## src/core/nand_timing_pkg.sv

```systemverilog
// Package: register map, fields and types of the NAND strobe timer
// Overview of operation
// - Multi-level read strobe high lasts read-high minus read-low clocks
// - Multi-level write strobe low lasts write-low field plus one clocks
// - Multi-level write strobe high lasts write-high minus write-low clocks
// - Multi-level read: high phase plus turnaround before bus release
// - Multi-level first read strobe delayed chip-enable access clocks
// - Single-level strobe falls setup clocks after latch phase starts
// - Single-level data outputs released a read-setup before read strobe
// - Single-level read strobe falls at least read-setup clocks after chip enable falls
// - Single-level read after a write sets up the larger of write-setup and read-setup
// - Single-level read hold clocks let the flash release the bus
// - Single-level data held hold clocks, set up before strobe rise
// - Single-level write waits write-width clocks before ready check
// - Single-level read fields: setup, hold, width, ready wait (ready wait field unused; reads wait write-width clocks)
// - Single-level write fields: setup, hold, width, ready wait (ready wait field unused; write-width sets the wait)
package nand_timing_pkg;
  localparam int ADDR_W = 8;
  localparam logic [ADDR_W-1:0] ADDR_MLC_TIMING = 8'h00;
  localparam logic [ADDR_W-1:0] ADDR_SLC_TIMING = 8'h04;
  localparam logic [ADDR_W-1:0] ADDR_CTRL = 8'h08;
  localparam logic [ADDR_W-1:0] ADDR_CMD = 8'h0c;
  localparam logic [ADDR_W-1:0] ADDR_STATUS = 8'h10;
  localparam logic [ADDR_W-1:0] ADDR_RDATA = 8'h14;
  localparam logic [31:0] MLC_TIMING_RST = 32'h0000_0000;
  localparam logic [31:0] SLC_TIMING_RST = 32'h0000_0000;
  localparam logic [31:0] CTRL_RST = 32'h0000_0000;
  localparam int CTRL_SLC_BIT = 0;
  localparam int STAT_BUSY = 0;
  localparam int STAT_EMPTY = 1;
  localparam int STAT_FULL = 2;
  localparam int STAT_RVALID = 3;
  localparam int STAT_RDY = 4;
  localparam int FLD_W = 4;
  localparam int MLC_WL_LSB = 0;
  localparam int MLC_WH_LSB = 4;
  localparam int MLC_RL_LSB = 8;
  localparam int MLC_RH_LSB = 12;
  localparam int MLC_TA_LSB = 16;
  localparam int MLC_TA_W = 3;
  localparam int MLC_BD_LSB = 19;
  localparam int MLC_BD_W = 5;
  localparam int MLC_CEA_LSB = 24;
  localparam int MLC_CEA_W = 2;
  localparam int SLC_RSU_LSB = 0;
  localparam int SLC_RH_LSB = 4;
  localparam int SLC_RW_LSB = 8;
  localparam int SLC_RRDY_LSB = 12;
  localparam int SLC_WSU_LSB = 16;
  localparam int SLC_WH_LSB = 20;
  localparam int SLC_WW_LSB = 24;
  localparam int SLC_WRDY_LSB = 28;
  localparam int TMR_W = 6;
  localparam logic [TMR_W-1:0] TMR_ONE = 6'h01;
  localparam int FIFO_DEPTH = 8;
  typedef enum logic [1:0] {OP_CMD, OP_ADDR, OP_WRITE, OP_READ} op_t;
  typedef struct packed {
    logic wait_rdy;
    op_t op;
    logic [7:0] data;
  } cmd_t;
  localparam int CMD_W = $bits(cmd_t);
  typedef struct packed {
    logic ce_n;
    logic re_n;
    logic we_n;
    logic ale;
    logic cle;
    logic doe_n;
    logic [7:0] dout;
  } nand_out_t;
  localparam nand_out_t PINS_IDLE = '{1'b1, 1'b1, 1'b1, 1'b0, 1'b0,
    1'b1, 8'h00};
  typedef enum logic [2:0] {ST_IDLE, ST_CEA, ST_SETUP, ST_LOW, ST_HIGH,
    ST_TURN, ST_BUSY, ST_READY} state_t;
endpackage : nand_timing_pkg

```

## src/core/cmd_fifo.sv

```systemverilog
// Command FIFO with valid/ready on both sides
`timescale 1ns/100ps
`default_nettype none
module cmd_fifo #(
  parameter int WIDTH = 11,
  parameter int DEPTH = 8
) (
  input wire logic hclk,
  input wire logic hresetn,
  input wire logic in_valid,
  output logic in_ready,
  input wire logic [WIDTH-1:0] in_data,
  output logic out_valid,
  input wire logic out_ready,
  output logic [WIDTH-1:0] out_data
);
  localparam int PW = $clog2(DEPTH);
  logic [WIDTH-1:0] mem_reg [DEPTH];
  logic [WIDTH-1:0] mem_next [DEPTH];
  logic [PW-1:0] wp_reg, wp_next, rp_reg, rp_next;
  logic [PW:0] cnt_reg, cnt_next;
  logic push, pop;

  assign in_ready = (cnt_reg != (PW+1)'(DEPTH));
  assign out_valid = (cnt_reg != '0);
  assign out_data = mem_reg[rp_reg];
  assign push = in_valid && in_ready;
  assign pop = out_valid && out_ready;

  always_comb
  begin
    mem_next = mem_reg;
    wp_next = wp_reg;
    rp_next = rp_reg;
    if (push)
    begin
      mem_next[wp_reg] = in_data;
      wp_next = (wp_reg == PW'(DEPTH - 1)) ? '0 : wp_reg + PW'(1);
    end
    if (pop)
      rp_next = (rp_reg == PW'(DEPTH - 1)) ? '0 : rp_reg + PW'(1);
    cnt_next = cnt_reg + (PW+1)'(push) - (PW+1)'(pop);
  end

  always_ff @(posedge hclk or negedge hresetn)
  begin
    if (!hresetn)
    begin
      for (int i = 0; i < DEPTH; i++)
        mem_reg[i] <= '0;
      wp_reg <= '0;
      rp_reg <= '0;
      cnt_reg <= '0;
    end
    else
    begin
      mem_reg <= mem_next;
      wp_reg <= wp_next;
      rp_reg <= rp_next;
      cnt_reg <= cnt_next;
    end
  end
endmodule : cmd_fifo
`default_nettype wire

```

## src/core/nand_strobe_timing_generator.sv

```systemverilog
// Top: AHB-Lite registers and NAND strobe sequencer for both controllers
//
// Local design decisions: register access over AHB-Lite and the register offsets.
`timescale 1ns/100ps
`default_nettype none
module nand_strobe_timing_generator
  import nand_timing_pkg::*;
(
  input wire logic hclk,
  input wire logic hresetn,
  input wire logic hsel,
  input wire logic [31:0] haddr,
  input wire logic [1:0] htrans,
  input wire logic hwrite,
  input wire logic [2:0] hsize,
  input wire logic [31:0] hwdata,
  input wire logic hready,
  output logic [31:0] hrdata,
  output logic hreadyout,
  output logic hresp,
  output nand_out_t nand_pins,
  input wire logic [7:0] nand_din,
  input wire logic nand_rdy
);
  logic [31:0] mlc_reg, mlc_next, slc_reg, slc_next, ctrl_reg, ctrl_next;
  logic [31:0] hrdata_reg, hrdata_next;
  logic wr_pend_reg, wr_pend_next;
  logic [ADDR_W-1:0] addr_reg, addr_next;
  logic accept, wr_commit, fifo_in_valid, fifo_in_ready;
  logic fifo_out_valid, pop, rdata_clear, capture;
  cmd_t fifo_out, cmd_reg, cmd_next;
  state_t state_reg, state_next;
  logic mode_reg, mode_next, lastw_reg, lastw_next;
  logic [7:0] rdata_reg, rdata_next;
  logic rvalid_reg, rvalid_next;
  nand_out_t pins_reg, pins_next;
  logic [TMR_W-1:0] len;
  logic tmr_done, rd, rd_n, act;
  logic [3:0] wl, wh, rl, rh, rsu, rhd, rw, wsu, whd, ww;
  logic [2:0] ta;
  logic [4:0] bd;
  logic [1:0] cea;
  logic [TMR_W-1:0] phase_reg, phase_next, lo_reg, lo_next;

  function automatic logic [TMR_W-1:0] clamp1(logic [TMR_W-1:0] x);
    return (x == '0) ? TMR_ONE : x;
  endfunction : clamp1

  function automatic logic [TMR_W-1:0] diff(logic [3:0] h, logic [3:0] l);
    return (h > l) ? {2'h0, h - l} : '0;
  endfunction : diff

  // Timing fields
  assign wl = mlc_reg[MLC_WL_LSB +: FLD_W];
  assign wh = mlc_reg[MLC_WH_LSB +: FLD_W];
  assign rl = mlc_reg[MLC_RL_LSB +: FLD_W];
  assign rh = mlc_reg[MLC_RH_LSB +: FLD_W];
  assign ta = mlc_reg[MLC_TA_LSB +: MLC_TA_W];
  assign bd = mlc_reg[MLC_BD_LSB +: MLC_BD_W];
  assign cea = mlc_reg[MLC_CEA_LSB +: MLC_CEA_W];
  assign rsu = slc_reg[SLC_RSU_LSB +: FLD_W];
  assign rhd = slc_reg[SLC_RH_LSB +: FLD_W];
  assign rw = slc_reg[SLC_RW_LSB +: FLD_W];
  assign wsu = slc_reg[SLC_WSU_LSB +: FLD_W];
  assign whd = slc_reg[SLC_WH_LSB +: FLD_W];
  assign ww = slc_reg[SLC_WW_LSB +: FLD_W];

  // Bus slave: stall a command write while the FIFO is full
  assign accept = hsel && hready && htrans[1];
  assign fifo_in_valid = wr_pend_reg && (addr_reg == ADDR_CMD);
  assign hreadyout = !(fifo_in_valid && !fifo_in_ready);
  assign wr_commit = wr_pend_reg && hreadyout;
  assign hresp = 1'b0;
  assign hrdata = hrdata_reg;
  assign rdata_clear = accept && !hwrite &&
    (haddr[ADDR_W-1:0] == ADDR_RDATA);

  always_comb
  begin
    mlc_next = mlc_reg;
    slc_next = slc_reg;
    ctrl_next = ctrl_reg;
    if (wr_commit && addr_reg == ADDR_MLC_TIMING)
      mlc_next = hwdata;
    if (wr_commit && addr_reg == ADDR_SLC_TIMING)
      slc_next = hwdata;
    if (wr_commit && addr_reg == ADDR_CTRL)
      ctrl_next = {31'h0, hwdata[CTRL_SLC_BIT]};
    wr_pend_next = accept ? hwrite : (wr_pend_reg && !hreadyout);
    addr_next = accept ? haddr[ADDR_W-1:0] : addr_reg;
    hrdata_next = hrdata_reg;
    if (accept && !hwrite)
    begin
      // Next values let a read see a write in its data phase
      case (haddr[ADDR_W-1:0])
        ADDR_MLC_TIMING: hrdata_next = mlc_next;
        ADDR_SLC_TIMING: hrdata_next = slc_next;
        ADDR_CTRL: hrdata_next = ctrl_next;
        ADDR_STATUS:
        begin
          hrdata_next = '0;
          hrdata_next[STAT_BUSY] = (state_reg != ST_IDLE);
          hrdata_next[STAT_EMPTY] = !fifo_out_valid;
          hrdata_next[STAT_FULL] = !fifo_in_ready;
          hrdata_next[STAT_RVALID] = rvalid_reg;
          hrdata_next[STAT_RDY] = nand_rdy;
        end
        ADDR_RDATA: hrdata_next = {24'h0, rdata_reg};
        default: hrdata_next = '0;
      endcase
    end
  end

  always_ff @(posedge hclk or negedge hresetn)
  begin
    if (!hresetn)
    begin
      mlc_reg <= MLC_TIMING_RST;
      slc_reg <= SLC_TIMING_RST;
      ctrl_reg <= CTRL_RST;
      wr_pend_reg <= 1'b0;
      addr_reg <= '0;
      hrdata_reg <= '0;
    end
    else
    begin
      mlc_reg <= mlc_next;
      slc_reg <= slc_next;
      ctrl_reg <= ctrl_next;
      wr_pend_reg <= wr_pend_next;
      addr_reg <= addr_next;
      hrdata_reg <= hrdata_next;
    end
  end

  cmd_fifo #(
    .WIDTH(CMD_W),
    .DEPTH(FIFO_DEPTH)
  ) u_fifo (
    .hclk(hclk),
    .hresetn(hresetn),
    .in_valid(fifo_in_valid),
    .in_ready(fifo_in_ready),
    .in_data(hwdata[CMD_W-1:0]),
    .out_valid(fifo_out_valid),
    .out_ready(pop),
    .out_data(fifo_out)
  );

  // Sequencer; all delays in whole hclk periods
  assign rd = (cmd_reg.op == OP_READ);

  always_comb
  begin
    state_next = state_reg;
    cmd_next = cmd_reg;
    mode_next = mode_reg;
    lastw_next = lastw_reg;
    pop = 1'b0;
    capture = 1'b0;
    unique case (state_reg)
      ST_IDLE:
        if (fifo_out_valid)
        begin
          pop = 1'b1;
          cmd_next = fifo_out;
          mode_next = ctrl_reg[CTRL_SLC_BIT];
          if (mode_next)
            state_next = ST_SETUP;
          else if (fifo_out.op == OP_READ)
            state_next = ST_CEA;
          else
            state_next = ST_LOW;
        end
      ST_CEA, ST_SETUP:
        if (tmr_done)
          state_next = ST_LOW;
      ST_LOW:
        if (tmr_done)
        begin
          state_next = ST_HIGH;
          capture = rd;
        end
      ST_HIGH:
        if (tmr_done)
        begin
          lastw_next = !rd;
          if (!mode_reg && rd)
            state_next = ST_TURN;
          else if (cmd_reg.wait_rdy)
            state_next = ST_BUSY;
          else
            state_next = ST_IDLE;
        end
      ST_TURN:
        if (tmr_done)
          state_next = cmd_reg.wait_rdy ? ST_BUSY : ST_IDLE;
      ST_BUSY:
        if (tmr_done)
          state_next = ST_READY;
      ST_READY:
        if (nand_rdy)
          state_next = ST_IDLE;
    endcase
  end

  // Length of the phase being entered
  always_comb
  begin
    rd_n = (cmd_next.op == OP_READ);
    len = TMR_ONE;
    unique case (state_next)
      ST_IDLE, ST_READY: len = TMR_ONE;
      ST_CEA: len = clamp1({4'h0, cea});
      ST_SETUP:
        if (!rd_n)
          len = clamp1({2'h0, wsu});
        else if (lastw_reg && wsu > rsu)
          len = clamp1({2'h0, wsu});
        else
          len = clamp1({2'h0, rsu});
      ST_LOW:
        if (mode_next)
          len = clamp1({2'h0, rd_n ? rw : ww});
        else if (rd_n)
          len = {2'h0, rl} + TMR_ONE;
        else
          len = {2'h0, wl} + TMR_ONE;
      ST_HIGH:
        if (mode_next)
          len = clamp1({2'h0, rd_n ? rhd : whd});
        else if (rd_n)
          len = clamp1(diff(rh, rl));
        else
          len = clamp1(diff(wh, wl));
      ST_TURN: len = clamp1({3'h0, ta});
      ST_BUSY:
        len = mode_next ? clamp1({2'h0, ww}) : clamp1({1'h0, bd});
    endcase
  end

  phase_timer u_timer (
    .hclk(hclk),
    .hresetn(hresetn),
    .load(state_next != state_reg),
    .value(len),
    .done(tmr_done)
  );

  // Pin values follow the state being entered
  always_comb
  begin
    act = (state_next == ST_SETUP) || (state_next == ST_LOW) ||
      (state_next == ST_HIGH);
    pins_next = pins_reg;
    pins_next.ce_n = (state_next == ST_IDLE);
    pins_next.re_n = !(state_next == ST_LOW && rd_n);
    pins_next.we_n = !(state_next == ST_LOW && !rd_n);
    pins_next.ale = act && (cmd_next.op == OP_ADDR);
    pins_next.cle = act && (cmd_next.op == OP_CMD);
    pins_next.doe_n = !(act && !rd_n);
    if (act && !rd_n)
      pins_next.dout = cmd_next.data;
    rdata_next = capture ? nand_din : rdata_reg;
    rvalid_next = capture || (rvalid_reg && !rdata_clear);
  end

  always_ff @(posedge hclk or negedge hresetn)
  begin
    if (!hresetn)
    begin
      state_reg <= ST_IDLE;
      cmd_reg <= '0;
      mode_reg <= 1'b0;
      lastw_reg <= 1'b0;
      pins_reg <= PINS_IDLE;
      rdata_reg <= '0;
      rvalid_reg <= 1'b0;
    end
    else
    begin
      state_reg <= state_next;
      cmd_reg <= cmd_next;
      mode_reg <= mode_next;
      lastw_reg <= lastw_next;
      pins_reg <= pins_next;
      rdata_reg <= rdata_next;
      rvalid_reg <= rvalid_next;
    end
  end

  assign nand_pins = pins_reg;

  // Checking helpers: cycles in phase, cycles strobe low
  always_comb
  begin
    phase_next = (state_next == state_reg) ? phase_reg + TMR_ONE : '0;
    lo_next = (!pins_reg.re_n || !pins_reg.we_n) ? lo_reg + TMR_ONE : '0;
  end

  always_ff @(posedge hclk or negedge hresetn)
  begin
    if (!hresetn)
    begin
      phase_reg <= '0;
      lo_reg <= '0;
    end
    else
    begin
      phase_reg <= phase_next;
      lo_reg <= lo_next;
    end
  end

  AST_MLC_RE_LOW: assert property (@(posedge hclk) disable iff (!hresetn)
    $rose(nand_pins.re_n) && !mode_reg |-> lo_reg == {2'h0, rl} + TMR_ONE)
    else $error("read strobe low length wrong");
  AST_MLC_WE_LOW: assert property (@(posedge hclk) disable iff (!hresetn)
    $rose(nand_pins.we_n) && !mode_reg |-> lo_reg == {2'h0, wl} + TMR_ONE)
    else $error("write strobe low length wrong");
  AST_MLC_RE_HIGH: assert property (@(posedge hclk) disable iff (!hresetn)
    state_reg == ST_HIGH && state_next == ST_TURN |->
    phase_reg + TMR_ONE == clamp1(diff(rh, rl)))
    else $error("read strobe high length wrong");
  AST_MLC_WE_HIGH: assert property (@(posedge hclk) disable iff (!hresetn)
    state_reg == ST_HIGH && state_next != ST_HIGH && !mode_reg && !rd |->
    phase_reg + TMR_ONE == clamp1(diff(wh, wl)))
    else $error("write strobe high length wrong");
  AST_MLC_TURN: assert property (@(posedge hclk) disable iff (!hresetn)
    state_reg == ST_TURN && state_next != ST_TURN |->
    phase_reg + TMR_ONE == clamp1({3'h0, ta}) && nand_pins.doe_n)
    else $error("turnaround length wrong");
  AST_MLC_BUSY: assert property (@(posedge hclk) disable iff (!hresetn)
    state_reg == ST_BUSY && state_next != ST_BUSY && !mode_reg |->
    phase_reg + TMR_ONE == clamp1({1'h0, bd}))
    else $error("busy delay wrong");
  AST_MLC_CEA: assert property (@(posedge hclk) disable iff (!hresetn)
    state_reg == ST_CEA && state_next != ST_CEA |->
    phase_reg + TMR_ONE == clamp1({4'h0, cea}) && nand_pins.re_n)
    else $error("chip enable access delay wrong");
  AST_SLC_SETUP: assert property (@(posedge hclk) disable iff (!hresetn)
    state_reg == ST_SETUP && state_next == ST_LOW && rd |->
    phase_reg + TMR_ONE >= clamp1({2'h0, rsu}) &&
    (!lastw_reg || phase_reg + TMR_ONE >= clamp1({2'h0, wsu})))
    else $error("single-level setup too short");
  AST_SLC_RELEASE: assert property (@(posedge hclk) disable iff (!hresetn)
    state_reg == ST_SETUP && rd |-> nand_pins.doe_n && nand_pins.re_n)
    else $error("data driven during read setup");
  AST_SLC_HOLD: assert property (@(posedge hclk) disable iff (!hresetn)
    state_reg == ST_HIGH && !rd |->
    !nand_pins.doe_n && nand_pins.dout == cmd_reg.data)
    else $error("write data not held");
  AST_SLC_BUSY: assert property (@(posedge hclk) disable iff (!hresetn)
    state_reg == ST_BUSY && state_next != ST_BUSY && mode_reg |->
    phase_reg + TMR_ONE == clamp1({2'h0, ww}))
    else $error("write width busy wait wrong");
  AST_IDLE_PINS: assert property (@(posedge hclk) disable iff (!hresetn)
    state_reg == ST_IDLE |-> nand_pins.ce_n && nand_pins.re_n &&
    nand_pins.we_n && !nand_pins.ale && !nand_pins.cle)
    else $error("pins not idle");
endmodule : nand_strobe_timing_generator
`default_nettype wire

```

## src/core/phase_timer.sv

```systemverilog
// Down-counter timing one strobe phase in bus clocks
`timescale 1ns/100ps
`default_nettype none
module phase_timer
  import nand_timing_pkg::*;
(
  input wire logic hclk,
  input wire logic hresetn,
  input wire logic load,
  input wire logic [TMR_W-1:0] value,
  output logic done
);
  logic [TMR_W-1:0] cnt_reg, cnt_next;

  // Phase ends in the cycle where one count remains
  assign done = (cnt_reg <= TMR_ONE);

  always_comb
  begin
    if (load)
      cnt_next = value;
    else if (cnt_reg != '0)
      cnt_next = cnt_reg - TMR_ONE;
    else
      cnt_next = cnt_reg;
  end

  always_ff @(posedge hclk or negedge hresetn)
  begin
    if (!hresetn)
      cnt_reg <= '0;
    else
      cnt_reg <= cnt_next;
  end
endmodule : phase_timer
`default_nettype wire

```

## config.mk

```make
export PLATFORM = sky130hd
export DESIGN_NAME = nand_strobe_timing_generator
export DESIGN_NICKNAME = d
export VERILOG_FILES = /design/src/core/nand_timing_pkg.sv /design/src/core/cmd_fifo.sv /design/src/core/nand_strobe_timing_generator.sv /design/src/core/phase_timer.sv
export SDC_FILE = /design/constraint.sdc
export NUM_CORES = 1
export LEC_CHECK = 0
export ABC_AREA = 1
export BUFFER_PORTS_ARGS = -buffer_cell sky130_fd_sc_hd__buf_2
export CAP_MARGIN = 20
export CORE_MARGIN = 5
export CORE_UTILIZATION = 40
export DETAILED_ROUTE_END_ITERATION = 8
export PLACE_DENSITY = 0.67
export RECOVER_POWER = 50
export SLEW_MARGIN = 20
export SYNTH_ARGS = -nofsm -noshare
export SYNTH_HDL_FRONTEND = slang
export SYNTH_HIERARCHICAL = 1
export SYNTH_SLANG_ARGS = --single-unit
```

## constraint.sdc

```tcl
create_clock -name hclk -period 7.95 [get_ports hclk]
set_clock_uncertainty 0.15 [all_clocks]
set_input_delay 1.9875 -clock hclk [delete_from_list [all_inputs] [get_ports hclk]]
set_output_delay 1.9875 -clock hclk [all_outputs]
set_load 0.01 [all_outputs]
```

# After elaboration in Yosys (flattened, before gate mapping)
# Index checks and enable logic that the tools add are counted.
# Widths: inputs -> output; s select.
# word_totals
reg_bits	280
input_bits	83
output_inout_bits	48
word_cells	196
# op_classes
n_addsub	9
magnitude_cmp	7
eq_ne	29
muxes	57
bitwise	2
n_reduce_logical	59
# ops
cell	count
$pmux 32 s5	1
$mux 32	3
$bwmux 88	1
$mux 4	15
$pmux 6 s7	1
$mux 3	12
$bmux 11 s3	1
$demux 11 s3	1
$mux 11	3
$eq 3x3->1 const B	10
$eq 8x4->1 const B	3
$logic_and 1x1->1	22
$pmux 3 s7	1
$logic_not 4->1	5
$mux 10	2
$mux 5	4
$eq 8x3->1 const B	2
$eq 8x5->1 const B	2
$logic_not 8->1	2
$eq 3x2->1 const B	4
$gt 4x4->1	3
$logic_not 6->1	2
$mux 6	2
$logic_not 1->1	11
other kinds (27)	50

# Depth between registers and ports, before layout
# depth
ltp_word	14
mapped_depth	27
mapped_depth_nobuf	24

# Hierarchy
# The synthesis kept the hierarchy.
# modules_own_cells
mod	instances	cells_per_inst	area_each_um2	seq_area_each_um2
nand_strobe_timing_generator	1	1098	8904.8	4409.2
cmd_fifo	1	775	5480.3	2452.4
phase_timer	1	59	436.7	150.1

# Least setup slack after synthesis
# OpenSTA, ideal clock, no wires.
# synth_path
path_type	input-to-reg
startpoint	input port nand_rdy
endpoint	register u_timer.cnt_reg[5]
setup_ns	0.118
arrival_ns	3.294
slack_ns	4.389
path_stages	13
cell_sequence	inv_1 > nand4_1 > nand2_1 > nor2_2 > nand4_2 > xor2_1 > a211oi_1 > nand2_1 > buf_4 > inv_1 > nand4_2 > nand3_1 > nand2_1
# synth_between
elab_chain_cells	4
elab_cells_between_ends	5
cone_classes	eq/ne: 1; mux: 3; reduce/logical: 1
# synth_lines
item	line	source
start, declared	nand_strobe_timing_generator.sv:23	input wire logic nand_rdy
$mux 3 *	nand_strobe_timing_generator.sv:202	if (nand_rdy)
$pmux 3 s7 *	nand_strobe_timing_generator.sv:161	unique case (state_reg)
named net state_next[0]	nand_strobe_timing_generator.sv:32	state_t state_reg, state_next;
$ne 3x3->1 *	nand_strobe_timing_generator.sv:245	.load(state_next != state_reg),
$mux 6 or $reduce_bool 2->1 (tied branches)	--	
end signal, assigned	phase_timer.sv:33	cnt_reg <= cnt_next;
end, declared	phase_timer.sv:13	logic [TMR_W-1:0] cnt_reg, cnt_next;
# Mark *: on every way through the listed nets, which the timed path passes. The rest lies on a longest branch.
# A chain may end at the register's enable or synchronous reset.

==> out/metrics.cfg <==
[sta]
fin_crit_sh_pct=67.47
setup_tns_ps=0
layout_min_cycle_time_ps=5364
grt_setup_unrepaired=false
fin_hold_ws_ps=318.8
finalSetupViolCount=0
worst_slew_pin_slew_ps=3454
slew_viol_final=253
hold_violations=0
fmax_mhz=186.4
slew-limit-headroom_pct=-130.3

[routing]
drc=0
antenna_left=0
drt_iter0_drc=1133
totalWireLength_microns=39120
drt-vias-per-instance=5.107
first_pass_iters=6
wire_per_inst_microns=15.85
vias=12603

[worst_setup_path]
crit_type=primary input to async pin
crit_path_end=ctrl_reg[28]$_DFF_PN0_
end_kind=async pin
r2r_cells=24
crit_chain=buf_8 > clkbuf_2
startpoint=hresetn
cp-start-kind=primary input
r2r-start=u_fifo/rp_reg[0]$_DFFE_PN0P_
crit_arrival_ps=5100
crit_buf_inv=2
crit_slowest_cell=clkbuf_2
reg2reg_to=u_timer/cnt_reg[1]$_DFFE_PN0P_
crit_cells=2
max_stage_delay_ps=2530
rrSetupSlack_ps=3080
path_delay_family=buffers and inverters
crit_fanout=144
cp.required_ps=7690

[finish]
drive_gt1_share_pct=11.80
largest_reg_flops=88
antenna_cells=0
syn_to_final_growth_pct=10.97
fill_cells=3683
nNetsFinal=2088

[floorplan]
rows=70
io-pin-count=131
start_util_pct=40.49
die_w_microns=202.5
die-height_microns=202.5
die_area_sq_um=41000
core_sq_um=36610

[clock_network]
post-cts-setup-buffers=0
cts_resized=0
clk_latency_ps=560
path_clk_slew_ps=60
clockRootBuffer=clkbuf_16
cts.path.max_buffers=3
cts_tree=built
h-tree-depth=1
clock_sinks=280
cts_hold_buf=0
cts_buffers=30

[status]
status=complete, but fails checks
violations=max-capacitance violations, max-slew violations

[synth]
yosys.area.top_type=dfrtp_1
yosysWarningCount=6
synth_area_leaders=dfrtp_1 47%, nand2_1 18%, inv_1 6.2%
synth_area_sq_um=14820
ys_ff_latch=280
syn_avg_cell_area_sq_um=7.672
synth_cells=1932
synth_cell_types=49
synth_top_cell_area_share_pct=46.60
synth.yosys.seq_area_share_pct=47.31

[global_route]
grt_pass1_wl_microns=64410
grt-ovfl-total=0
grt_usage_pct=18.85
antenna_found_initial=0
grt_max_degree=145
first_global_vias=12184

[hold_path]
hp-class=flip-flop to flip-flop

[power_and_ir_drop]
power_leakage_nw=9.042
ir_worst_vdd_mv=0.1936
power_density_nw_per_um2=338.5

[place]
dp_hpwl_microns=25700
gp_congestion=0.8568
io_buffers=101

[job]
cap_violations=3

## Yosys cell counts (all sizes together)
cell      n
and2      1
inv     258
nor3      5
nand2   741
nor2     95
dfstp     4
clkbuf   34
or2       2
a211oi    1
ha       26
o21ai   116
nand3b    7
and3      1
conb      1
nand3   123
nand4   107
nor2b     1
o311ai    1
nor4      1
mux2     33
o211a     1
fa        3
nor3b     1
a31oi     1
a21oi    12
buf      72
a21boi    1
xor2      4
o21a      1
xnor2     2
dfrtp   276
## layout make-up
class                      instances  area (sq um)  share of cell area, %
clock buffer                      44         874.6                  5.317
clock inverter                    12         151.4                 0.9204
inverter                         258         975.9                  5.933
multi-input combinational       1289          6241                  37.94
sequential                       280          7012                  42.63
tap                              468         585.6                  3.560
timing repair buffer             117         608.1                  3.697
## cell usage in the layout (no fill, tap or decap), drive strengths merged, types with 3 or more instances in the layout
cell type,synthesis,final
nand2,741,741
fa,3,3
nor3,5,5
nor2,95,95
a21oi,12,12
nand3,123,123
buf,72,102
xor2,4,4
o21ai,116,116
dfstp,4,4
nand3b,7,7
bufinv,0,3
clkinv,0,5
mux2,33,33
nand4,107,107
ha,26,26
clkbuf,34,59
inv,258,260
dfrtp,276,276
## worst min path at each step
| stage | from | endpoint | slack, ps | depth (start not counted) |
|---|---|---|---|---|
| 2_1_floorplan | rvalid_reg$_DFF_PN0_ | rvalid_reg$_DFF_PN0_ | 290 | 2 |
| 3_3_place_gp | u_fifo/mem_reg[36]$_DFFE_PN0P_ | u_fifo/mem_reg[36]$_DFFE_PN0P_ | 300 | 2 |
| 3_5_place_dp | u_fifo/mem_reg[6]$_DFFE_PN0P_ | u_fifo/mem_reg[6]$_DFFE_PN0P_ | 310 | 2 |
| 4_1_cts | u_fifo/mem_reg[35]$_DFFE_PN0P_ | u_fifo/mem_reg[35]$_DFFE_PN0P_ | 320 | 2 |
| 5_1_grt | u_fifo/mem_reg[42]$_DFFE_PN0P_ | u_fifo/mem_reg[42]$_DFFE_PN0P_ | 340 | 2 |
| 6_report | u_fifo/mem_reg[35]$_DFFE_PN0P_ | u_fifo/mem_reg[35]$_DFFE_PN0P_ | 320 | 2 |
## logic make-up (layout without fill, tap and decap cells)
kind of cell | after synthesis | in the layout | share of synthesized area (%)
buf+inv | 364 | 431 | 10.29
simple gates | 1085 | 1085 | 32.17
compound gates | 134 | 134 | 4.744
mux | 33 | 33 | 2.507
xor+xnor | 6 | 6 | 0.3545
fa+ha+maj | 29 | 29 | 2.600
flops | 280 | 280 | 47.31
other cells | 1 | 2 | 0.02530
## report_power, final
group | internal (mW) | switching, mW | leakage, nW
Sequential | 1.71 | 0.199 | 3.12
Combinational | 0.707 | 1.50 | 5.43
Clock | 0.861 | 0.590 | 0.499
Total | 3.27 | 2.29 | 9.04
## layer usage
layer,part of all wire (%),track usage [%],wire length [microns]
met1,47,28.30,18450
met2,44,28.66,17270
met3,6.2,2.172,2413
met4,2.5,5.965,981
met5,0,0,0
## stage by stage
step / util (%) / power, mW / instance area, sq um / cells / worst slack, ps
3_5_place_dp: 42.45 / 4.159 / 15540 / 2412 / 3467
4_1_cts: 45.25 / 5.625 / 16570 / 2468 / 3293
3_3_place_gp: 42.37 / 4.080 / 15510 / 2410 / 3443
2_1_floorplan: - / 3.611 / 14830 / 1933 / 4389
5_1_grt: 44.93 / 5.994 / 16450 / 2468 / 1641
6_report: 44.93 / 5.567 / 16450 / 2468 / 2586
## tightest hold or removal path: stages (launching register included)
cell and delay [ps]:
dfrtp_1 340, nand2_1 50, nand2_1 50
(Power assumes the default switching activity.)
